$ cat config.mk
export PLATFORM = sky130hd
export DESIGN_NAME = eqs_top
export DESIGN_NICKNAME = d
export VERILOG_FILES = /design/src/eqs_pkg.sv /design/src/eqs_top.sv
export SDC_FILE = /design/constraint.sdc
export NUM_CORES = 1
export LEC_CHECK = 0
export BUFFER_PORTS_ARGS = -buffer_cell sky130_fd_sc_hd__buf_2
export CORE_UTILIZATION = 50
export CTS_CLUSTER_SIZE = 30
export DETAILED_ROUTE_END_ITERATION = 6
export PLACE_DENSITY = 0.83
export SYNTH_ARGS = -nofsm -noshare
export SYNTH_HDL_FRONTEND = slang
export SYNTH_SLANG_ARGS = --single-unit
$ cat constraint.sdc
create_clock -name core_clk -period 4.4 [get_ports core_clk]
set_input_delay 0.66 -clock core_clk [delete_from_list [all_inputs] [get_ports core_clk]]
set_output_delay 0.66 -clock core_clk [all_outputs]
set_load 0.01 [all_outputs]
$ cat src/eqs_pkg.sv
/*
  Package for the error queue and status preset block: register offsets,
  field layouts, reset and preset values, queue constants and carriers.
  Assumes a 32-bit APB slave with word-aligned registers.
*/
`default_nettype none

package eqs_pkg;

  // ****************************************************************
  // Register byte offsets
  // ****************************************************************
  localparam logic [7:0] OFF_CTRL      = 8'h00;  // Command strobes (write)
  localparam logic [7:0] OFF_PUSH      = 8'h04;  // Code[15:0], desc length[23:16]
  localparam logic [7:0] OFF_POP_FULL  = 8'h08;  // Full-entry query (read pops)
  localparam logic [7:0] OFF_POP_CODE  = 8'h0c;  // Code-only query (read pops)
  localparam logic [7:0] OFF_COUNT     = 8'h10;  // Entry count
  localparam logic [7:0] OFF_STATUS    = 8'h14;  // Summary and idle flags
  localparam logic [7:0] OFF_OPER_EN   = 8'h18;  // Operation enable
  localparam logic [7:0] OFF_OPER_PTR  = 8'h1c;  // Operation positive filter
  localparam logic [7:0] OFF_OPER_NTR  = 8'h20;  // Operation negative filter
  localparam logic [7:0] OFF_QUES_EN   = 8'h24;  // Questionable enable
  localparam logic [7:0] OFF_QUES_PTR  = 8'h28;  // Questionable positive filter
  localparam logic [7:0] OFF_QUES_NTR  = 8'h2c;  // Questionable negative filter
  localparam logic [7:0] OFF_DEV_EN    = 8'h30;  // Device-dependent enable
  localparam logic [7:0] OFF_DEV_PTR   = 8'h34;  // Device-dependent positive filter
  localparam logic [7:0] OFF_DEV_NTR   = 8'h38;  // Device-dependent negative filter
  localparam logic [7:0] OFF_SRE       = 8'h3c;  // Service-request enable
  localparam logic [7:0] OFF_ESE       = 8'h40;  // Standard event enable
  localparam logic [7:0] OFF_ESR       = 8'h44;  // Standard event register
  localparam logic [7:0] OFF_QUES_EVT  = 8'h48;  // Questionable event
  localparam logic [7:0] OFF_DEV_FUNC  = 8'h4c;  // Device function settings

  // ****************************************************************
  // Control register bit positions
  // ****************************************************************
  localparam int CTRL_RST_BIT    = 0;  // Device reset
  localparam int CTRL_CLS_BIT    = 1;  // Clear status
  localparam int CTRL_PRESET_BIT = 2;  // Status preset

  // Status register bit positions
  localparam int STAT_EQ_BIT     = 2;  // Error queue not empty
  localparam int STAT_OCIS_BIT   = 8;  // Operation-complete idle
  localparam int STAT_OQIS_BIT   = 9;  // Operation-query idle

  // ****************************************************************
  // Queue constants
  // ****************************************************************
  localparam int                QUEUE_DEPTH   = 4;        // Entries held
  localparam logic signed [15:0] CODE_NO_ERROR = 16'sh0000; // Nothing pending
  localparam logic signed [15:0] CODE_OVERFLOW = -16'sd350; // Queue overflow
  localparam logic [7:0]        DESC_MAX_LEN  = 8'hff;     // 255 characters

  // ****************************************************************
  // Reset and preset values
  // ****************************************************************
  localparam logic [15:0] STAT_ALL_ONES   = 16'hffff; // Every bit set
  localparam logic [15:0] STAT_ALL_ZEROS  = 16'h0000; // Every bit clear
  localparam logic [15:0] DEV_FUNC_RESET  = 16'h0000; // Default settings
  localparam logic [31:0] APB_UNMAPPED    = 32'h0000_0000; // Unmapped read

  // One queue entry: code plus description length
  typedef struct packed {
    logic signed [15:0] code;  // Error or event number
    logic [7:0]         len;   // Description plus device text length
  } eqs_entry_t;

  // One status structure's configuration
  typedef struct packed {
    logic [15:0] en;   // Enable mask
    logic [15:0] ptr;  // Positive transition filter
    logic [15:0] ntr;  // Negative transition filter
  } eqs_stat_cfg_t;

endpackage
`default_nettype wire

$ cat src/eqs_top.sv
/*
  Error/event queue with status housekeeping, reached over APB.
  Assumes APB master on core_clk; event sources on the same clock.
  Limitation: DEPTH must be a power of two for the pointers to wrap.
*/
// Functional notes
// - Codes are signed 16-bit values
// - Zero means nothing pending
// - Description length capped at 255
// - New entries appended, read oldest first
// - Overflow keeps oldest, last slot becomes -350
// - Exactly four entries of storage
// - Summary bit set while queue not empty
// - Full query returns oldest entry, removes it
// - Code query returns code only, removes it
// - Count query returns count, no change
// - Reset restores fixed device function defaults
// - Reset enters both idle states
// - Reset leaves enables and status untouched
// - Clear status empties events and queue
// - Preset touches only enables and filters
// - Device structures: enables ones, positive filters
// - Mandatory structures: enables zero, positive filters
// - Preset leaves request enables and settings alone
// - Questionable register is 16 bits wide
`timescale 1ns/1ns
`default_nettype none

module eqs_top #(
  parameter int DEPTH = eqs_pkg::QUEUE_DEPTH  // Queue entries
) (
  input  wire logic        core_clk,     // 125 MHz clock
  input  wire logic        reset,        // Synchronous, active high
  input  wire logic        psel,         // APB select
  input  wire logic        penable,      // APB enable
  input  wire logic        pwrite,       // APB direction
  input  wire logic [7:0]  paddr,        // APB byte address
  input  wire logic [31:0] pwdata,       // APB write data
  output logic      [31:0] prdata,       // APB read data
  output logic             pready,       // APB ready
  output logic             pslverr,      // APB error
  input  wire logic        evt_valid,    // Error detected this cycle
  input  wire eqs_pkg::eqs_entry_t evt_entry, // Detected error
  input  wire logic [15:0] ques_cond,    // Questionable condition bits
  input  wire logic        op_start,     // Operation begins (leaves idle)
  output logic             eq_summary,   // Queue not empty
  output logic [15:0]      dev_func      // Device function settings
);

  // ****************************************************************
  // Declarations
  // ****************************************************************
  localparam int PW = $clog2(DEPTH);                 // Pointer width

  eqs_pkg::eqs_entry_t  mem_r [DEPTH];               // Queue storage
  logic [PW-1:0]        rd_ptr_r;                    // Oldest slot
  logic [PW:0]          count_r;                     // Entries held
  eqs_pkg::eqs_stat_cfg_t oper_r, ques_r, devd_r;    // Status configs
  logic [15:0]          ques_evt_r;                  // Questionable events
  logic [15:0]          ques_prev_r;                 // Last condition
  logic [7:0]           sre_r, ese_r, esr_r;         // Standard regs
  logic                 ocis_r, oqis_r;              // Idle states
  logic [15:0]          dev_func_r;                  // Device settings

  logic                 acc, wr, rd;                 // Access strobes
  logic                 do_rst, do_cls, do_preset;   // Command strobes
  logic                 pop, push;                   // Queue moves
  logic                 full;                        // Queue full
  logic [PW-1:0]        wr_idx;                      // Push slot
  logic [PW-1:0]        last_idx;                    // Final slot
  eqs_pkg::eqs_entry_t  head;                        // Oldest entry
  eqs_pkg::eqs_entry_t  in_entry;                    // Capped entry
  logic [15:0]          ques_edge;                   // Filtered edges
  logic [31:0]          rdata_nxt;                   // Read mux
  logic                 setup;                       // APB setup cycle
  logic                 pop_ok_r;                    // Queue held entries at setup
  logic [31:0]          prdata_r;                    // Registered answer
  logic [31:0]          status_word;                 // Summary and idle flags
  localparam logic [7:0] OVF_LEN = 8'h0e;            // Length of overflow text

  // Address match helper, used by the write, command and pop decodes; the read mux uses a case
  function automatic logic hit(input logic [7:0] a, input logic [7:0] off);
    hit = (a == off);
  endfunction

  // ****************************************************************
  // Bus decode
  // ****************************************************************
  // Zero wait states: every access completes in its first access cycle
  assign pready  = 1'b1;
  assign pslverr = 1'b0;
  assign acc = psel && penable;
  assign wr  = acc && pwrite;
  assign rd  = acc && !pwrite;
  assign setup = psel && !penable;
  assign do_rst    = wr && hit(paddr, eqs_pkg::OFF_CTRL) && pwdata[eqs_pkg::CTRL_RST_BIT];
  assign do_cls    = wr && hit(paddr, eqs_pkg::OFF_CTRL) && pwdata[eqs_pkg::CTRL_CLS_BIT];
  assign do_preset = wr && hit(paddr, eqs_pkg::OFF_CTRL) && pwdata[eqs_pkg::CTRL_PRESET_BIT];

  // Pops only happen on a non-empty queue; empty answers zero instead
  // The empty decision is the one frozen at setup, so answer and pop agree
  assign pop  = rd && (hit(paddr, eqs_pkg::OFF_POP_FULL) || hit(paddr, eqs_pkg::OFF_POP_CODE))
                && pop_ok_r;
  assign push = evt_valid || (wr && hit(paddr, eqs_pkg::OFF_PUSH));
  assign full = (count_r == (PW+1)'(DEPTH));
  assign head = mem_r[rd_ptr_r];
  assign wr_idx   = rd_ptr_r + PW'(count_r);
  assign last_idx = rd_ptr_r + PW'(DEPTH - 1);
  // Pointers wrap by truncation, so DEPTH must stay a power of two

  // Capped entry; hardware source wins over a bus push in the same cycle
  always_comb begin
    in_entry = evt_valid ? evt_entry
                         : eqs_pkg::eqs_entry_t'({pwdata[15:0], pwdata[23:16]});
    if (in_entry.len > eqs_pkg::DESC_MAX_LEN)
      in_entry.len = eqs_pkg::DESC_MAX_LEN;
  end

  // ****************************************************************
  // Queue storage and pointers
  // ****************************************************************
  // Push lands behind the last entry; on overflow the final slot is overwritten
  always_ff @(posedge core_clk) begin
    if (reset) begin
      for (int i = 0; i < DEPTH; i++)
        mem_r[i] <= '0;
    end else if (push && !do_cls) begin
      if (full && !pop) begin
        mem_r[last_idx].code <= eqs_pkg::CODE_OVERFLOW;
        mem_r[last_idx].len  <= OVF_LEN;
      end else begin
        mem_r[wr_idx] <= in_entry;
      end
    end
  end

  // Read pointer moves on pop; clear status empties the queue
  always_ff @(posedge core_clk) begin
    if (reset || do_cls) begin
      rd_ptr_r <= '0;
    end else if (pop) begin
      rd_ptr_r <= rd_ptr_r + 1'b1;
    end
  end

  // Count: overflow holds it at the full value
  // A pop and a push in one cycle leave it unchanged, full or not
  always_ff @(posedge core_clk) begin
    if (reset || do_cls) begin
      count_r <= '0;
    end else if (pop && !push) begin
      count_r <= count_r - 1'b1;
    end else if (push && !pop && !full) begin
      count_r <= count_r + 1'b1;
    end
  end

  assign eq_summary = (count_r != '0);

  // ****************************************************************
  // Status structures
  // ****************************************************************
  // Enables and filters: preset and bus writes; device reset leaves them alone
  always_ff @(posedge core_clk) begin
    if (reset) begin
      oper_r <= '{eqs_pkg::STAT_ALL_ZEROS, eqs_pkg::STAT_ALL_ONES, eqs_pkg::STAT_ALL_ZEROS};
      ques_r <= '{eqs_pkg::STAT_ALL_ZEROS, eqs_pkg::STAT_ALL_ONES, eqs_pkg::STAT_ALL_ZEROS};
      devd_r <= '{eqs_pkg::STAT_ALL_ONES, eqs_pkg::STAT_ALL_ONES, eqs_pkg::STAT_ALL_ZEROS};
    end else if (do_preset) begin
      oper_r <= '{eqs_pkg::STAT_ALL_ZEROS, eqs_pkg::STAT_ALL_ONES, eqs_pkg::STAT_ALL_ZEROS};
      ques_r <= '{eqs_pkg::STAT_ALL_ZEROS, eqs_pkg::STAT_ALL_ONES, eqs_pkg::STAT_ALL_ZEROS};
      devd_r <= '{eqs_pkg::STAT_ALL_ONES, eqs_pkg::STAT_ALL_ONES, eqs_pkg::STAT_ALL_ZEROS};
    end else if (wr) begin
      if (hit(paddr, eqs_pkg::OFF_OPER_EN))  oper_r.en  <= pwdata[15:0];
      if (hit(paddr, eqs_pkg::OFF_OPER_PTR)) oper_r.ptr <= pwdata[15:0];
      if (hit(paddr, eqs_pkg::OFF_OPER_NTR)) oper_r.ntr <= pwdata[15:0];
      if (hit(paddr, eqs_pkg::OFF_QUES_EN))  ques_r.en  <= pwdata[15:0];
      if (hit(paddr, eqs_pkg::OFF_QUES_PTR)) ques_r.ptr <= pwdata[15:0];
      if (hit(paddr, eqs_pkg::OFF_QUES_NTR)) ques_r.ntr <= pwdata[15:0];
      if (hit(paddr, eqs_pkg::OFF_DEV_EN))   devd_r.en  <= pwdata[15:0];
      if (hit(paddr, eqs_pkg::OFF_DEV_PTR))  devd_r.ptr <= pwdata[15:0];
      if (hit(paddr, eqs_pkg::OFF_DEV_NTR))  devd_r.ntr <= pwdata[15:0];
    end
  end

  // Request enables untouched by preset and by device reset
  always_ff @(posedge core_clk) begin
    if (reset) begin
      sre_r <= 8'h00;
      ese_r <= 8'h00;
    end else if (wr) begin
      if (hit(paddr, eqs_pkg::OFF_SRE)) sre_r <= pwdata[7:0];
      if (hit(paddr, eqs_pkg::OFF_ESE)) ese_r <= pwdata[7:0];
    end
  end

  // Questionable events: 16-bit, filtered edges; set wins over clear
  assign ques_edge = (ques_cond & ~ques_prev_r & ques_r.ptr)
                   | (~ques_cond & ques_prev_r & ques_r.ntr);
  always_ff @(posedge core_clk) begin
    if (reset) begin
      ques_evt_r  <= '0;
      ques_prev_r <= '0;
    end else begin
      ques_prev_r <= ques_cond;
      ques_evt_r  <= (do_cls ? 16'h0000 : ques_evt_r) | ques_edge;
    end
  end

  // Standard event register: software write sets, clear status clears
  // Bits only accumulate; one write cannot both set and clear them
  always_ff @(posedge core_clk) begin
    if (reset || do_cls) begin
      esr_r <= 8'h00;
    end else if (wr && hit(paddr, eqs_pkg::OFF_ESR)) begin
      esr_r <= esr_r | pwdata[7:0];
    end
  end

  // ****************************************************************
  // Device reset effects
  // ****************************************************************
  // Reset wins over a new operation start in the same cycle
  // Idle flags drop when an operation starts and return on device reset
  always_ff @(posedge core_clk) begin
    if (reset || do_rst) begin
      ocis_r <= 1'b1;
      oqis_r <= 1'b1;
    end else if (op_start) begin
      ocis_r <= 1'b0;
      oqis_r <= 1'b0;
    end
  end

  // Device functions return to defaults independent of history
  always_ff @(posedge core_clk) begin
    if (reset || do_rst) begin
      dev_func_r <= eqs_pkg::DEV_FUNC_RESET;
    end else if (wr && hit(paddr, eqs_pkg::OFF_DEV_FUNC)) begin
      dev_func_r <= pwdata[15:0];
    end
  end
  assign dev_func = dev_func_r;

  // ****************************************************************
  // Read data
  // ****************************************************************
  // Status word built from the named bit positions
  always_comb begin
    status_word = 32'h0000_0000;
    status_word[eqs_pkg::STAT_EQ_BIT]   = eq_summary;
    status_word[eqs_pkg::STAT_OCIS_BIT] = ocis_r;
    status_word[eqs_pkg::STAT_OQIS_BIT] = oqis_r;
  end

  // Combinational mux; empty queue answers code zero (no error)
  always_comb begin
    rdata_nxt = eqs_pkg::APB_UNMAPPED;
    case (paddr)
      eqs_pkg::OFF_POP_FULL: rdata_nxt = eq_summary ? {8'h00, head.len, head.code} : 32'h0000_0000;
      eqs_pkg::OFF_POP_CODE: rdata_nxt = eq_summary ? {{16{head.code[15]}}, head.code}
                                                    : {16'h0, eqs_pkg::CODE_NO_ERROR};
      eqs_pkg::OFF_COUNT:    rdata_nxt = {{(31-PW){1'b0}}, count_r};
      eqs_pkg::OFF_STATUS:   rdata_nxt = status_word;
      eqs_pkg::OFF_OPER_EN:  rdata_nxt = {16'h0, oper_r.en};
      eqs_pkg::OFF_OPER_PTR: rdata_nxt = {16'h0, oper_r.ptr};
      eqs_pkg::OFF_OPER_NTR: rdata_nxt = {16'h0, oper_r.ntr};
      eqs_pkg::OFF_QUES_EN:  rdata_nxt = {16'h0, ques_r.en};
      eqs_pkg::OFF_QUES_PTR: rdata_nxt = {16'h0, ques_r.ptr};
      eqs_pkg::OFF_QUES_NTR: rdata_nxt = {16'h0, ques_r.ntr};
      eqs_pkg::OFF_DEV_EN:   rdata_nxt = {16'h0, devd_r.en};
      eqs_pkg::OFF_DEV_PTR:  rdata_nxt = {16'h0, devd_r.ptr};
      eqs_pkg::OFF_DEV_NTR:  rdata_nxt = {16'h0, devd_r.ntr};
      eqs_pkg::OFF_SRE:      rdata_nxt = {24'h0, sre_r};
      eqs_pkg::OFF_ESE:      rdata_nxt = {24'h0, ese_r};
      eqs_pkg::OFF_ESR:      rdata_nxt = {24'h0, esr_r};
      eqs_pkg::OFF_QUES_EVT: rdata_nxt = {16'h0, ques_evt_r};
      eqs_pkg::OFF_DEV_FUNC: rdata_nxt = {16'h0, dev_func_r};
      default:               rdata_nxt = eqs_pkg::APB_UNMAPPED;
    endcase
  end
  // ****************************************************************
  // Read data register
  // ****************************************************************
  // The answer is chosen in the setup cycle and held in a flop, so the
  // access cycle still completes with zero wait states. The empty flag is
  // frozen with it: an event landing between setup and access is kept
  // for the next query instead of being popped unseen.
  always_ff @(posedge core_clk) begin
    if (reset) begin
      prdata_r <= eqs_pkg::APB_UNMAPPED;
      pop_ok_r <= 1'b0;
    end else if (setup) begin
      prdata_r <= rdata_nxt;
      pop_ok_r <= eq_summary;
    end
  end
  assign prdata = prdata_r;

  // ****************************************************************
  // Assertions
  // ****************************************************************
  AST_SUMMARY: assert property (@(posedge core_clk) disable iff (reset)
    eq_summary == (count_r != '0)) else $error("summary mismatch");

  AST_DEPTH: assert property (@(posedge core_clk) disable iff (reset)
    count_r <= (PW+1)'(DEPTH)) else $error("count above depth");

  AST_OVF: assert property (@(posedge core_clk) disable iff (reset)
    (full && push && !pop && !do_cls) |=> (mem_r[$past(last_idx)].code == eqs_pkg::CODE_OVERFLOW && full))
    else $error("overflow not marked");

  AST_POP: assert property (@(posedge core_clk) disable iff (reset)
    (pop && !push && !do_cls) |=> count_r == $past(count_r) - 1'b1) else $error("pop count");

  AST_COUNT_RO: assert property (@(posedge core_clk) disable iff (reset)
    (rd && hit(paddr, eqs_pkg::OFF_COUNT) && !push) |=> $stable(count_r)) else $error("count read altered");

  AST_EMPTY: assert property (@(posedge core_clk) disable iff (reset)
    (rd && hit(paddr, eqs_pkg::OFF_POP_CODE) && !eq_summary) |-> prdata == 32'h0)
    else $error("empty code not zero");

  AST_CLS: assert property (@(posedge core_clk) disable iff (reset)
    do_cls |=> (count_r == '0 && esr_r == 8'h00)) else $error("clear status");

  // Preset may share its write with clear status, which then empties the events
  AST_PRESET: assert property (@(posedge core_clk) disable iff (reset)
    do_preset |=> (devd_r.en == 16'hffff && ques_r.en == 16'h0 && oper_r.ptr == 16'hffff
                   && ($stable(esr_r) || $past(do_cls)) && $stable(sre_r))) else $error("preset values");

  // A combined reset and preset write legitimately rewrites the filters
  AST_RST: assert property (@(posedge core_clk) disable iff (reset)
    do_rst |=> (ocis_r && oqis_r && dev_func_r == eqs_pkg::DEV_FUNC_RESET && ($stable(ques_r) || $past(do_preset))))
    else $error("device reset");

  // A pop only ever happens with an entry to take
  AST_POP_SAFE: assert property (@(posedge core_clk) disable iff (reset)
    pop |-> (count_r != '0)) else $error("pop from empty queue");

  // An empty full-entry query answers the no-error code
  AST_EMPTY_FULL: assert property (@(posedge core_clk) disable iff (reset)
    (rd && hit(paddr, eqs_pkg::OFF_POP_FULL) && !pop_ok_r) |-> prdata == 32'h0)
    else $error("empty entry not zero");

  // A push below full grows the queue by one
  AST_PUSH_GROW: assert property (@(posedge core_clk) disable iff (reset)
    (push && !pop && !full && !do_cls) |=> count_r == $past(count_r) + 1'b1) else $error("push count");

  // The first entry into an empty queue becomes the head
  AST_FIFO_HEAD: assert property (@(posedge core_clk) disable iff (reset)
    (push && !do_cls && count_r == '0) |=> head == $past(in_entry)) else $error("head not first");

  // A filtered edge is never lost, even beside clear status
  AST_QUES_SET: assert property (@(posedge core_clk) disable iff (reset)
    (ques_edge != 16'h0) |=> ((ques_evt_r & $past(ques_edge)) == $past(ques_edge)))
    else $error("event lost");

  // Mandatory structures get zero enables and rising-edge filters
  AST_PRESET_MAND: assert property (@(posedge core_clk) disable iff (reset)
    do_preset |=> (oper_r.en == 16'h0 && oper_r.ntr == 16'h0 && ques_r.ptr == 16'hffff && ques_r.ntr == 16'h0))
    else $error("preset mandatory values");

  // Preset leaves the queue alone
  AST_PRESET_KEEP: assert property (@(posedge core_clk) disable iff (reset)
    (do_preset && !push) |=> $stable(count_r)) else $error("preset moved queue");

  // Device reset leaves enables and status configuration untouched
  AST_RST_KEEP: assert property (@(posedge core_clk) disable iff (reset)
    (do_rst && !do_preset) |=> ($stable(oper_r) && $stable(ese_r) && $stable(sre_r)))
    else $error("device reset changed enables");

endmodule // eqs_top
`default_nettype wire

==> results.txt <==
The die is 178 um tall. The detailed-route wire length was 53,100 um; the number of rows in the core area was 64. The pin slew with the least headroom to its limit was 1.08 ns; the net count reported at finish was 1,868. The tools report the total core area as 0.0306 mm2. In the final routed layout, each cell accounts on average for 24.1 um. Counting every instance in the synthesized netlist gives 1,696.

In the final layout, the multi-input gates occupy 0.00705 mm2. The routed layout has 14,362 vias. STA puts the critical path data arrival time at 3.31 ns.

Leaving out fill and tap cells, the most frequent cells in the layout are nand2_1, dfxtp_1, a21oi_1, buf_2, nor2_1. The number of nets handed over by synthesis was 1,785. The starting density of the core came out at 0.509. In this run the worst hold path is classified as in -> reg. The total power consumption of the routed design was 7.04 mW; the antenna diode instance count was 0. Hold repair after CTS inserted 0 buffers.

CTS built an H-tree with a depth of 2. Mapped cell area: 0.0156 mm2. The detail-routed via count per cell is 6.52.

The largest net degree at the start of global routing was 46; the fraction of post-synthesis cell area in the top cell type by area was 0.322. Once the clock tree was built, the setup fixing pass inserted 0 buffers. The run gives 138 as the top-level I/O count. The tools report the startpoint of the worst hold path as ques_cond[9].

Setup repair after global routing left no endpoint under its margin. The most common library cell in the layout ignoring fill and taps is nand2_1. Clock-pin slew was measured on the worst setup and hold paths at 0.06 ns. On the worst path, the slowest cell contributes a delay of 0.54 ns.

The cell with the largest stage delay on the worst path is or4b_4. For the sequential area share after synthesis, the log shows 0.507. Static timing analysis puts the maximum clock frequency at 319 MHz. Number of remaining DRC errors: 0. The number of buffers and inverters on the critical path is 4. Cell leakage power: 6.79 nW. The largest fanout of any net on the critical path is 25.

CTS placed an instance of clkbuf_16 at the clock tree root. A synthesized cell averages 9.17 um2. The final count of hold timing violations is 0. The startpoint of the most critical setup path was paddr[7].

The number of sinks driven by the clock tree was 346; the clock tree buffer depth was 3. The first TritonRoute pass finished after 7 iterations. For the max-slew violation total from the final report, the log shows 0. The die covers 0.0318 mm2. Adding up every negative setup slack in the final design gives 0 ns. Setup slack closes at 1.27 ns. Power spread over the standard cell area amounts to 395 mW/mm2. The congestion estimate from routability-driven global placement came to 1.00. The run gives 0.0178 mm2 as the final design area excluding fillers. Most area-hungry cell type in the Yosys netlist: dfxtp_1. The proportion of layout cells with a drive suffix above 1 was 0.187; the count of endpoints failing setup in the final report was 0.

In this run, synthesis produced a sequential element count of 346. The smallest hold slack was 0.384 ns; the required arrival time at the worst endpoint was 4.58 ns. The run gives 0.53 ns as the insertion delay of the later-clocked pin in the worst-skew pair.

The synthesized netlist contains 78 unique library cells. For this run the aggregate overflow at the end of global routing stands at 0. Worst setup skew after layout: 0.0140 ns. The number of gates resized after CTS was 0. Ranked by total cell area, the synthesized netlist is headed by dfxtp_1, edfxtp_1, nand2_1.

Timing analysis after detailed placement gives a worst setup slack of 0.807 ns. The overall global routing resource usage is 0.332, and the chip width is 178 um. The register area came out at 0.00789 mm2. The run gives 1 as the initial antenna violation count. The flow ran to the end, and the final reports show no timing, DRC or antenna violations. TritonCTS created 37 clock buffers. Total half-perimeter wirelength after legalization and detailed placement: 35,000 um. Walking the worst path, the cells encountered are buf_2 > nor4_2 > buf_4 > a31oi_1 > buf_4 > or4b_4 > a2bb2o_4 > nand2_1 > buf_4. The async set-or-reset flop fraction in the synthesized netlist is 0. The nature of the critical path endpoint is a register. Among the stages of the critical path, the cell type that occurs most often is buf_4. The layout has 2,482 filler cells. For this block, the initial DRC count from the detailed router was 1,990. Max-cap violations in this run came to 0. The most used flip-flop cell after synthesis is dfxtp_1. The fraction of the cycle the final worst path needs is 0.712, and the final critical-path required period is 3.13 ns. Counting flops with a built-in enable in the synthesized netlist gives 96. The run gives 0.278 as the headroom to the max-slew limit. The element type at the critical path start was an input pin. The worst setup path is of the in -> reg kind. In this run the critical register-to-register path is launched from count_r[2]$_SDFFE_PP0P_. The placed instances occupy a cell area of 0.0166 mm2. On the critical path the largest part of the delay comes from buffers and inverters. The setup check on the worst reg-to-reg path leaves a slack of 1.50 ns. TritonCTS built the clock tree. Relative to the synthesized area, the layout overhead comes to 14.7%. The number of global-route vias before repair was 13,567; the number of nets still failing antenna checks after routing was 0. IR analysis of the VDD net gives a maximum drop of 227 uV. The number of buffer cells added on primary ports works out to 127.

The warning count from the yosys run was 0. The first global-routing pass estimated 79,100 um of wire.
==> cell type report <==
type / count / share of cell area
clock buffer: 52 / 0.0620
clock inverter: 15 / 0.00666
inverter: 32 / 0.00673
multi-input combinational: 1181 / 0.395
sequential: 346 / 0.442
tap: 396 / 0.0278
timing repair buffer: 181 / 0.0597
==> kinds of logic after synthesis <==
family | synth area share
AND/OR/NAND/NOR | 0.214
flip-flops | 0.507
AO/OA/AOI/OAI | 0.141
buffers and inverters | 0.0463
multiplexers | 0.0841
XOR/XNOR | 0.00426
adder cells (fa/ha/maj) | 0.00209
other | 0.000483
==> worst register-to-register path, delay by kind of cell, from the launching register on <==
kind	cells	cell delay (ns)
AOI/OAI and AO/OA	1	0.15
buffers and inverters	2	0.70
DFF	1	0.45
and+or+nand+nor	4	1.28
==> state kept, by name (all words and copies together), names as in the netlist, named ones only <==
signal / cells
count_r: 3
ese_r: 8
esr_r: 8
devd_r: 48
oqis_r: 1
sre_r: 8
rd_ptr_r: 2
dev_func: 16
ques_prev_r: 16
prdata: 25
oper_r: 48
ques_evt_r: 16
pop_ok_r: 1
ques_r: 48
mem_r: 96
==> routing by layer <==
layer	global-route usage	wire (um)
met2	0.499	23600
met3	0.0829	6530
met5	0	0
met4	0.204	3430
met1	0.428	19500
==> cells in the mapped netlist, drive strengths merged (31+ instances only) <==
library cell / instances
nand2: 397
dfxtp: 250
a21oi: 132
nor2: 125
clkbuf: 103
edfxtp: 96
nand3: 90
o21ai: 58
mux2: 40
a22oi: 39
buf: 34
nor2b: 33
inv: 31
==> report_power, final <==
part	switching (mW)	total, mW	internal, mW
sequential	0.0401	3.41	3.37
clock	1.29	3.12	1.83
combinational	0.356	0.516	0.161
total	1.69	7.04	5.35
==> final timing paths <==
path / depth (start not counted) / endpoint
hold / removal: 2 / ques_prev_r[9]$_SDFF_PP0_
hold reg to reg: 2 / prdata[19]$_SDFFE_PP0P_
setup reg to reg: 7 / mem_r[3][12]$_DFFE_PP_
setup / recovery: 9 / mem_r[0][15]$_SDFFCE_PN0P_
==> through the flow <==
| stage | instances | utilization |
|---|---|---|
| final | 2203 | 0.583 |
| after detailed placement | 2136 | 0.543 |
| after CTS | 2203 | 0.583 |
| after global placement | 2136 | 0.543 |
| after floorplan | 1696 | - |
| after global routing | 2203 | 0.583 |
No activity file was read; power rests on OpenSTA's default activity.
